$ cat config.mk
export PLATFORM = sky130hd
export DESIGN_NAME = mpt_timer
export DESIGN_NICKNAME = d
export VERILOG_FILES = /design/src/verilog/mpt_pkg.sv /design/src/verilog/mpt_timer.sv
export SDC_FILE = /design/constraint.sdc
export NUM_CORES = 1
export LEC_CHECK = 0
export CORE_MARGIN = 2
export CORE_UTILIZATION = 57
export DETAILED_ROUTE_END_ITERATION = 7
export DONT_BUFFER_PORTS = 1
export GPL_TIMING_DRIVEN = 1
export PLACE_DENSITY = 0.75
export SLEW_MARGIN = 20
export SYNTH_ARGS = -nofsm -noshare
export SYNTH_HDL_FRONTEND = slang
export SYNTH_SLANG_ARGS = --single-unit
$ cat constraint.sdc
create_clock -name clk -period 2.3 [get_ports clk]
set_input_delay 0.345 -clock clk [delete_from_list [all_inputs] [get_ports clk]]
set_output_delay 0.345 -clock clk [all_outputs]
set_load 0.01 [all_outputs]
$ cat src/verilog/mpt_pkg.sv
package mpt_pkg;

    // channel index layout inside the trigger and status vectors
    localparam int CH_COUNT = 3;
    localparam int CH_MASTER = 0;
    localparam int CH_SLAVE1 = 1;
    localparam int CH_SLAVE2 = 2;

    // reset values, plus the zero and halt compare values
    localparam logic [15:0] CNT_RESET = 16'h0000;
    localparam logic [15:0] CNT_ZERO = 16'h0000;
    localparam logic [15:0] CNT_HALT = 16'hFFFF;
    localparam logic [2:0] ENABLE_RESET = 3'h0;
    localparam logic OUT_RESET = 1'b0;

    // count clock divider: system clocks per count clock tick
    localparam int TCLK_DIV_DEFAULT = 1;

    // per-slave output settings carried together
    typedef struct packed {
        logic output_value;
        logic output_enable;
        logic polarity;
        logic output_mode;
    } mpt_slave_cfg_type;

endpackage : mpt_pkg

$ cat src/verilog/mpt_timer.sv
`timescale 1ns/1ps
module mpt_timer #(
    parameter int TCLK_DIV = mpt_pkg::TCLK_DIV_DEFAULT
) (
    input wire logic clk,
    input wire logic sys_rst,
    input wire logic [2:0] channel_start_trigger,
    input wire logic [2:0] channel_stop_trigger,
    input wire logic [15:0] master_period_value,
    input wire logic [15:0] slave1_duty_value,
    input wire logic [15:0] slave2_duty_value,
    input wire mpt_pkg::mpt_slave_cfg_type slave1_cfg,
    input wire mpt_pkg::mpt_slave_cfg_type slave2_cfg,
    output logic [2:0] channel_enable_status,
    output logic [15:0] master_counter,
    output logic [15:0] slave1_counter,
    output logic [15:0] slave2_counter,
    output logic master_period_irq,
    output logic slave1_pwm_out,
    output logic slave2_pwm_out
);

    logic [15:0] div_reg;
    logic tick;
    logic master_zero;
    logic irq_tick_reg;
    logic [2:0] en_reg;
    logic [15:0] mcnt_reg;
    logic [15:0] s1cnt_reg;
    logic [15:0] s2cnt_reg;
    logic s1_act_reg;
    logic s2_act_reg;
    logic s1_out_next;
    logic s2_out_next;

    // count clock enable; a divider of one gives a tick every clock
    always_ff @(posedge clk)
    begin
        if (sys_rst)
            div_reg <= 16'h0000;
        else if (div_reg >= 16'(TCLK_DIV - 1))
            div_reg <= 16'h0000;
        else
            div_reg <= div_reg + 16'h0001;
    end
    assign tick = (div_reg >= 16'(TCLK_DIV - 1));

    assign master_zero = en_reg[mpt_pkg::CH_MASTER] && tick && (mcnt_reg == mpt_pkg::CNT_ZERO);

    // enable status; trigger inputs are one-cycle pulses, so nothing holds them (self clearing)
    always_ff @(posedge clk)
    begin
        if (sys_rst)
            en_reg <= mpt_pkg::ENABLE_RESET;
        else
            en_reg <= (en_reg & ~channel_stop_trigger) | channel_start_trigger;
    end

    // master counter: load on a start from stopped, reload on zero, hold when stopped
    always_ff @(posedge clk)
    begin
        if (sys_rst)
            mcnt_reg <= mpt_pkg::CNT_RESET;
        else if (channel_start_trigger[mpt_pkg::CH_MASTER] && !en_reg[mpt_pkg::CH_MASTER])
            mcnt_reg <= master_period_value;
        else if (master_zero)
            mcnt_reg <= master_period_value;
        else if (en_reg[mpt_pkg::CH_MASTER] && tick)
            mcnt_reg <= mcnt_reg - 16'h0001;
    end // holds when stopped

    // period interrupt pulse, registered so the output comes from a flop
    always_ff @(posedge clk)
    begin
        if (sys_rst)
            master_period_irq <= 1'b0;
        else
            master_period_irq <= master_zero;
    end

    // remembers an interrupt until the next tick so the active edge lands one count clock later
    always_ff @(posedge clk)
    begin
        if (sys_rst)
            irq_tick_reg <= 1'b0;
        else if (master_zero)
            irq_tick_reg <= 1'b1;
        else if (tick)
            irq_tick_reg <= 1'b0;
    end

    // slave 1 counter: reload on interrupt, count through zero, park at FFFFH
    always_ff @(posedge clk)
    begin
        if (sys_rst)
            s1cnt_reg <= mpt_pkg::CNT_RESET;
        else if (master_zero && en_reg[mpt_pkg::CH_SLAVE1])
            s1cnt_reg <= slave1_duty_value;
        else if (en_reg[mpt_pkg::CH_SLAVE1] && tick && s1cnt_reg != mpt_pkg::CNT_HALT)
            s1cnt_reg <= s1cnt_reg - 16'h0001;
    end

    // slave 2 counter, same behaviour
    always_ff @(posedge clk)
    begin
        if (sys_rst)
            s2cnt_reg <= mpt_pkg::CNT_RESET;
        else if (master_zero && en_reg[mpt_pkg::CH_SLAVE2])
            s2cnt_reg <= slave2_duty_value;
        else if (en_reg[mpt_pkg::CH_SLAVE2] && tick && s2cnt_reg != mpt_pkg::CNT_HALT)
            s2cnt_reg <= s2cnt_reg - 16'h0001;
    end

    // active state: set one tick after the interrupt, cleared on the tick that finds the counter at zero;
    // clearing there rather than at one keeps the pulse exactly duty ticks wide, and a zero duty never goes active
    always_ff @(posedge clk)
    begin
        if (sys_rst)
            s1_act_reg <= 1'b0;
        else if (en_reg[mpt_pkg::CH_SLAVE1] && tick && irq_tick_reg)
            s1_act_reg <= (s1cnt_reg != mpt_pkg::CNT_ZERO);
        else if (en_reg[mpt_pkg::CH_SLAVE1] && tick && s1cnt_reg == mpt_pkg::CNT_ZERO)
            s1_act_reg <= 1'b0;
    end // held when stopped

    always_ff @(posedge clk)
    begin
        if (sys_rst)
            s2_act_reg <= 1'b0;
        else if (en_reg[mpt_pkg::CH_SLAVE2] && tick && irq_tick_reg)
            s2_act_reg <= (s2cnt_reg != mpt_pkg::CNT_ZERO);
        else if (en_reg[mpt_pkg::CH_SLAVE2] && tick && s2cnt_reg == mpt_pkg::CNT_ZERO)
            s2_act_reg <= 1'b0;
    end

    // pin level: value bit when not enabled, else active state through polarity in slave mode
    always_comb
    begin
        if (!slave1_cfg.output_enable)
            s1_out_next = slave1_cfg.output_value;
        else if (slave1_cfg.output_mode)
            s1_out_next = s1_act_reg ^ slave1_cfg.polarity;
        else
            s1_out_next = s1_act_reg;
        if (!slave2_cfg.output_enable)
            s2_out_next = slave2_cfg.output_value;
        else if (slave2_cfg.output_mode)
            s2_out_next = s2_act_reg ^ slave2_cfg.polarity;
        else
            s2_out_next = s2_act_reg;
    end

    // registered pins and readback; counters are visible every cycle
    always_ff @(posedge clk)
    begin
        if (sys_rst)
        begin
            slave1_pwm_out <= mpt_pkg::OUT_RESET;
            slave2_pwm_out <= mpt_pkg::OUT_RESET;
            channel_enable_status <= mpt_pkg::ENABLE_RESET;
            master_counter <= mpt_pkg::CNT_RESET;
            slave1_counter <= mpt_pkg::CNT_RESET;
            slave2_counter <= mpt_pkg::CNT_RESET;
        end
        else
        begin
            slave1_pwm_out <= s1_out_next;
            slave2_pwm_out <= s2_out_next;
            channel_enable_status <= en_reg;
            master_counter <= mcnt_reg;
            slave1_counter <= s1cnt_reg;
            slave2_counter <= s2cnt_reg;
        end
    end

    // checks; a start on a running master is refused, so only a start from stopped must load
    a_start_sets_enable: assert property (@(posedge clk) disable iff (sys_rst)
        channel_start_trigger[0] && !en_reg[0] |=> en_reg[0] && mcnt_reg == $past(master_period_value))
        else $error("start did not load master");
    a_stop_clears_enable: assert property (@(posedge clk) disable iff (sys_rst)
        (channel_stop_trigger[0] && !channel_start_trigger[0]) |=> !en_reg[0])
        else $error("stop did not clear enable");
    a_irq_at_zero: assert property (@(posedge clk) disable iff (sys_rst)
        master_zero |=> master_period_irq)
        else $error("interrupt missing at zero");
    a_master_reload: assert property (@(posedge clk) disable iff (sys_rst)
        master_zero && !channel_start_trigger[0] |=> mcnt_reg == $past(master_period_value))
        else $error("master did not reload");
    a_slave_load: assert property (@(posedge clk) disable iff (sys_rst)
        master_zero && en_reg[1] && !channel_stop_trigger[1] |=> s1cnt_reg == $past(slave1_duty_value))
        else $error("slave did not load duty");
    a_slave_halt: assert property (@(posedge clk) disable iff (sys_rst)
        s1cnt_reg == 16'hFFFF && !master_zero |=> s1cnt_reg == 16'hFFFF)
        else $error("slave left halt without reload");
    a_hold_stopped: assert property (@(posedge clk) disable iff (sys_rst)
        !en_reg[0] && !channel_start_trigger[0] |=> $stable(mcnt_reg))
        else $error("master moved while stopped");
    a_active_clear: assert property (@(posedge clk) disable iff (sys_rst)
        en_reg[1] && tick && s1cnt_reg == 16'h0000 && !irq_tick_reg |=> !s1_act_reg)
        else $error("slave not inactive at zero");
    a_forced_level: assert property (@(posedge clk) disable iff (sys_rst)
        !slave1_cfg.output_enable |=> slave1_pwm_out == $past(slave1_cfg.output_value))
        else $error("disabled output not forced");
    c_period_irq: cover property (@(posedge clk) disable iff (sys_rst) master_period_irq);
    c_slave_active: cover property (@(posedge clk) disable iff (sys_rst) $rose(s1_act_reg));
    c_slave_halted: cover property (@(posedge clk) disable iff (sys_rst) s2cnt_reg == 16'hFFFF);
    c_stop_run: cover property (@(posedge clk) disable iff (sys_rst) en_reg[0] ##1 !en_reg[0]);
    c_master_mode: cover property (@(posedge clk) disable iff (sys_rst)
        en_reg[2] && !slave2_cfg.output_mode && s2_act_reg);

    // slave 2 follows the same load, halt, set and clear sequence as slave 1
    a_slave2_load: assert property (@(posedge clk) disable iff (sys_rst)
        master_zero && en_reg[2] |=> s2cnt_reg == $past(slave2_duty_value))
        else $error("slave 2 did not load duty");
    a_slave2_halt: assert property (@(posedge clk) disable iff (sys_rst)
        s2cnt_reg == 16'hFFFF && !master_zero |=> s2cnt_reg == 16'hFFFF)
        else $error("slave 2 left halt without reload");
    a_active_set: assert property (@(posedge clk) disable iff (sys_rst)
        en_reg[1] && tick && irq_tick_reg && s1cnt_reg != 16'h0000 |=> s1_act_reg)
        else $error("slave 1 not active one tick after interrupt");
    a_slave2_set: assert property (@(posedge clk) disable iff (sys_rst)
        en_reg[2] && tick && irq_tick_reg && s2cnt_reg != 16'h0000 |=> s2_act_reg)
        else $error("slave 2 not active one tick after interrupt");
    a_slave2_clear: assert property (@(posedge clk) disable iff (sys_rst)
        en_reg[2] && tick && s2cnt_reg == 16'h0000 && !irq_tick_reg |=> !s2_act_reg)
        else $error("slave 2 not inactive at zero");

    // pin shaping: polarity only counts in slave output mode
    a_polarity_sense: assert property (@(posedge clk) disable iff (sys_rst)
        slave1_cfg.output_enable && slave1_cfg.output_mode |=> slave1_pwm_out == ($past(s1_act_reg) ^ $past(slave1_cfg.polarity)))
        else $error("slave 1 polarity not applied");
    a_slave2_polarity: assert property (@(posedge clk) disable iff (sys_rst)
        slave2_cfg.output_enable && slave2_cfg.output_mode |=> slave2_pwm_out == ($past(s2_act_reg) ^ $past(slave2_cfg.polarity)))
        else $error("slave 2 polarity not applied");
    a_master_mode_level: assert property (@(posedge clk) disable iff (sys_rst)
        slave2_cfg.output_enable && !slave2_cfg.output_mode |=> slave2_pwm_out == $past(s2_act_reg))
        else $error("master output mode did not ignore polarity");

    // a stopped slave freezes both its count and its active state
    a_slave_frozen: assert property (@(posedge clk) disable iff (sys_rst)
        !en_reg[1] |=> $stable(s1cnt_reg) && $stable(s1_act_reg))
        else $error("slave 1 moved while stopped");
    a_slave2_frozen: assert property (@(posedge clk) disable iff (sys_rst)
        !en_reg[2] |=> $stable(s2cnt_reg) && $stable(s2_act_reg))
        else $error("slave 2 moved while stopped");

    // reset must leave the irq, enable status, master counter and both pins cleared at the following edge
    a_reset_clear: assert property (@(posedge clk)
        sys_rst |=> !master_period_irq && channel_enable_status == mpt_pkg::ENABLE_RESET
        && master_counter == mpt_pkg::CNT_RESET && !slave1_pwm_out && !slave2_pwm_out)
        else $error("outputs not cleared by reset");

    // helper: duty that slave 1 was last loaded with, kept apart from the counter itself
    logic [15:0] s1_duty_reg;
    logic [15:0] s1_width_reg;
    always_ff @(posedge clk)
    begin
        if (sys_rst)
            s1_duty_reg <= mpt_pkg::CNT_RESET;
        else if (master_zero && en_reg[mpt_pkg::CH_SLAVE1])
            s1_duty_reg <= slave1_duty_value;
    end

    // helper: enabled ticks spent active; stopped time does not count, so a cut pulse still adds up
    always_ff @(posedge clk)
    begin
        if (sys_rst)
            s1_width_reg <= mpt_pkg::CNT_RESET;
        else if (en_reg[mpt_pkg::CH_SLAVE1] && tick && irq_tick_reg)
            s1_width_reg <= mpt_pkg::CNT_ZERO;
        else if (en_reg[mpt_pkg::CH_SLAVE1] && tick && s1_act_reg)
            s1_width_reg <= s1_width_reg + 16'h0001;
    end
    a_active_width: assert property (@(posedge clk) disable iff (sys_rst)
        en_reg[1] && tick && s1_act_reg && s1cnt_reg == 16'h0000 && !irq_tick_reg
        |-> s1_width_reg + 16'h0001 == s1_duty_reg)
        else $error("slave 1 active width differs from its duty");

endmodule : mpt_timer

==> flow_summary.yaml <==
die:
  initial_core_util_pct: 57.8
  die_x_um: 97.3
  core_region_area_um2: 8590
  num_io_pins: 118
  row_count: 34
  die_y_um: 97.3
  die_area_um2: 9470
synth:
  syn_nets: 628
  synth_cell_types: 69
  synth-seq-cells: 107
  synth_enable_flop_cells: 0
  synthCells: 556
  ys_warn_count: 0
  async_flop_share_pct: 0
  syn_area_um2: 4960
  synth_ff_type: "dfxtp_1"
  avgSynthCellArea_um2: 8.93
  yosysSeqAreaShare_pct: 43.2
route:
  post_drt_wl_per_cell_um: 19.3
  num_vias: 4398
  drc: 0
  drt_iter0_markers: 351
  via_per_inst: 6.32
  postRouteAntennaNets: 0
  drt_first_pass_iters: 6
  routed_wl_mm: 13.4
cells_and_area:
  layout_common_cells: "dfxtp_1, buf_4, nor2b_1, nor2_1, nor3_1"
  syn2layout_area_growth_pct: 12.4
  nets: 655
  final_layout_size_suffix_gt1_share_pct: 14.5
  fillCellCount: 727
  antenna_cells: 0
  final_cell_count_no_fill: 696
  final_common_cell: "dfxtp_1"
timing:
  worst_pin_slew_ps: 588
  slew_viol_final: 0
  setup_violations: 0
  timing.final.crit_period_ps: 2290
  post-route-period-util_pct: 99.4
  finalHoldViolCount: 0
  whs_ps: 48.1
  max_slew_margin_pct: 60.8
  clock_skew_ps: 13.3
  rsz0062_at_grt: "true"
  fmax_ghz: 0.437
critical_path:
  required_ps: 2550
  start_kind: "register"
  worstSetupEndpointType: "register"
  criticalPathCategory: "reg -> reg"
  crit_path_max_incr_delay_ps: 560
  worst_path_max_delay_cell: "or4_4"
  crit_top_cell: "or4_4"
  arrival_ps: 2540
  crit_chain: "or4_4, or4_4, buf_4, o21ai_4, o22ai_1, a211o_1"
  cp_max_fo: 8
global_route:
  antenna_found_initial: 0
  gr-total-overflow: 0
  grt_max_degree: 85
  grt_pass1_wl_mm: 21.0
  grt_usage_pct: 27.1
  grt_pass1_vias: 4260
hold_path:
  worstHoldPathType: "in -> reg"
job:
  maxCapViolCount: 0
status:
  run_status: "complete, no violations"
clock_network:
  cts_tree: "yes"
  clkSlewWorstSetupHoldPaths_ps: 110
  clock_path_buffers: 2
  cts_sinks: 107
  cts_hold_buf: 0
  cts_max_level: 3
  cts-buffers-inserted: 9
  worstSkewPairLatency_ps: 370
  cts_root_buf: "clkbuf_8"
power:
  irDropWorstVdd_mv: 0.403
  p_leak_nw: 2.18
  power_density_nw_per_um2: 826
placed_design:
  place_congestion: 0.954
  dp_cells: 666
  place_hpwl_mm: 9.33
  numPortBuffers: 0
==> cell type report <==
cell class                      count  area [um2]  share of cell area [%]
Multi-Input combinational cell    397        2600                    46.6
Sequential cell                   107        2140                    38.4
Timing Repair Buffer               52         439                    7.87
Clock buffer                       11         141                    2.53
Tap cell                          108         135                    2.42
Clock inverter                      5        61.3                    1.10
Inverter                           16        60.1                    1.08
==> cells by family after synthesis <==
| family | share of synthesized area, % |
|---|---|
| adders and majority gates | 2.02 |
| xor gates and xnor gates | 1.06 |
| DFF | 43.2 |
| and+or+nand+nor | 24.0 |
| AOI/OAI and AO/OA | 19.6 |
| buffers and inverters | 4.99 |
| muxes | 5.12 |
==> cell usage after synthesis, types with 9 or more instances <==
cell / count / area, um2
o21ai_0: 23 / 115
a21oi_1: 25 / 125
o22ai_1: 9 / 56.3
nor2b_1: 46 / 288
dfxtp_1: 107 / 2140
nor2_1: 43 / 161
nor4_1: 11 / 68.8
a31oi_1: 9 / 56.3
nor3_1: 33 / 165
nand2_1: 26 / 97.6
inv_1: 16 / 60.1
clkbuf_1: 18 / 67.6
o2bb2ai_1: 19 / 166
mux2i_1: 22 / 220
nand3_1: 16 / 80.1
==> per-stage QoR <==
| step | power [mW] | area, um2 | TNS, ps | util (%) | setup slack [ps] |
|---|---|---|---|---|---|
| 6_report | 4.61 | 5580 | 0 | 64.9 | 13.8 |
| 4_1_cts | 4.57 | 5440 | 0 | 63.4 | 11.0 |
| 3_3_place_gp | 3.36 | 5220 | 0 | 60.8 | 66.1 |
| 3_5_place_dp | 3.39 | 5220 | -33.6 | 60.8 | -23.4 |
| 2_1_floorplan | 3.06 | 4960 | 0 | - | 145 |
| 5_1_grt | 4.83 | 5580 | -480 | 64.9 | -69.6 |
==> worst max-delay path, delay by kind of cell (launching register included) <==
family          cells  cell delay [ps]
compound gates      3              620
simple gates        2             1020
buf+inv             1              200
flops               1              330
==> report_power, final <==
part	internal (mW)	switching, mW	total (mW)
sequential	2.02	0.189	2.21
combinational	0.529	0.674	1.20
clock	0.541	0.653	1.19
total	3.09	1.52	4.61
==> layer usage <==
metal,track usage (%),vias to the layer above,routed length (um)
met3,5.90,33,1100
met4,11.1,0,350
li1,-,2097,-
met5,0,-,0
met1,36.3,2058,5700
met2,42.7,210,6260
==> path summary, 6_finish.rpt <==
check	from	to	slack, ps	depth (start not counted)
setup reg to reg	mcnt_reg[10]$_SDFFE_PP0P_	mcnt_reg[14]$_SDFFE_PP0P_	10	6
setup / recovery	mcnt_reg[10]$_SDFFE_PP0P_	mcnt_reg[14]$_SDFFE_PP0P_	10	6
hold / removal	sys_rst	slave1_counter[3]$_SDFF_PP0_	50	1
hold reg to reg	mcnt_reg[9]$_SDFFE_PP0P_	master_counter[9]$_SDFF_PP0_	490	1
==> repair_timing <==
| action | CTS | global route |
|---|---|---|
| setup buffers | 0 | 14 |
| pin swaps | 0 | 4 |
| setup endpoints to repair | 5 | 17 |
| resized for setup | 4 | 6 |
No activity file was read; power rests on OpenSTA's default activity.
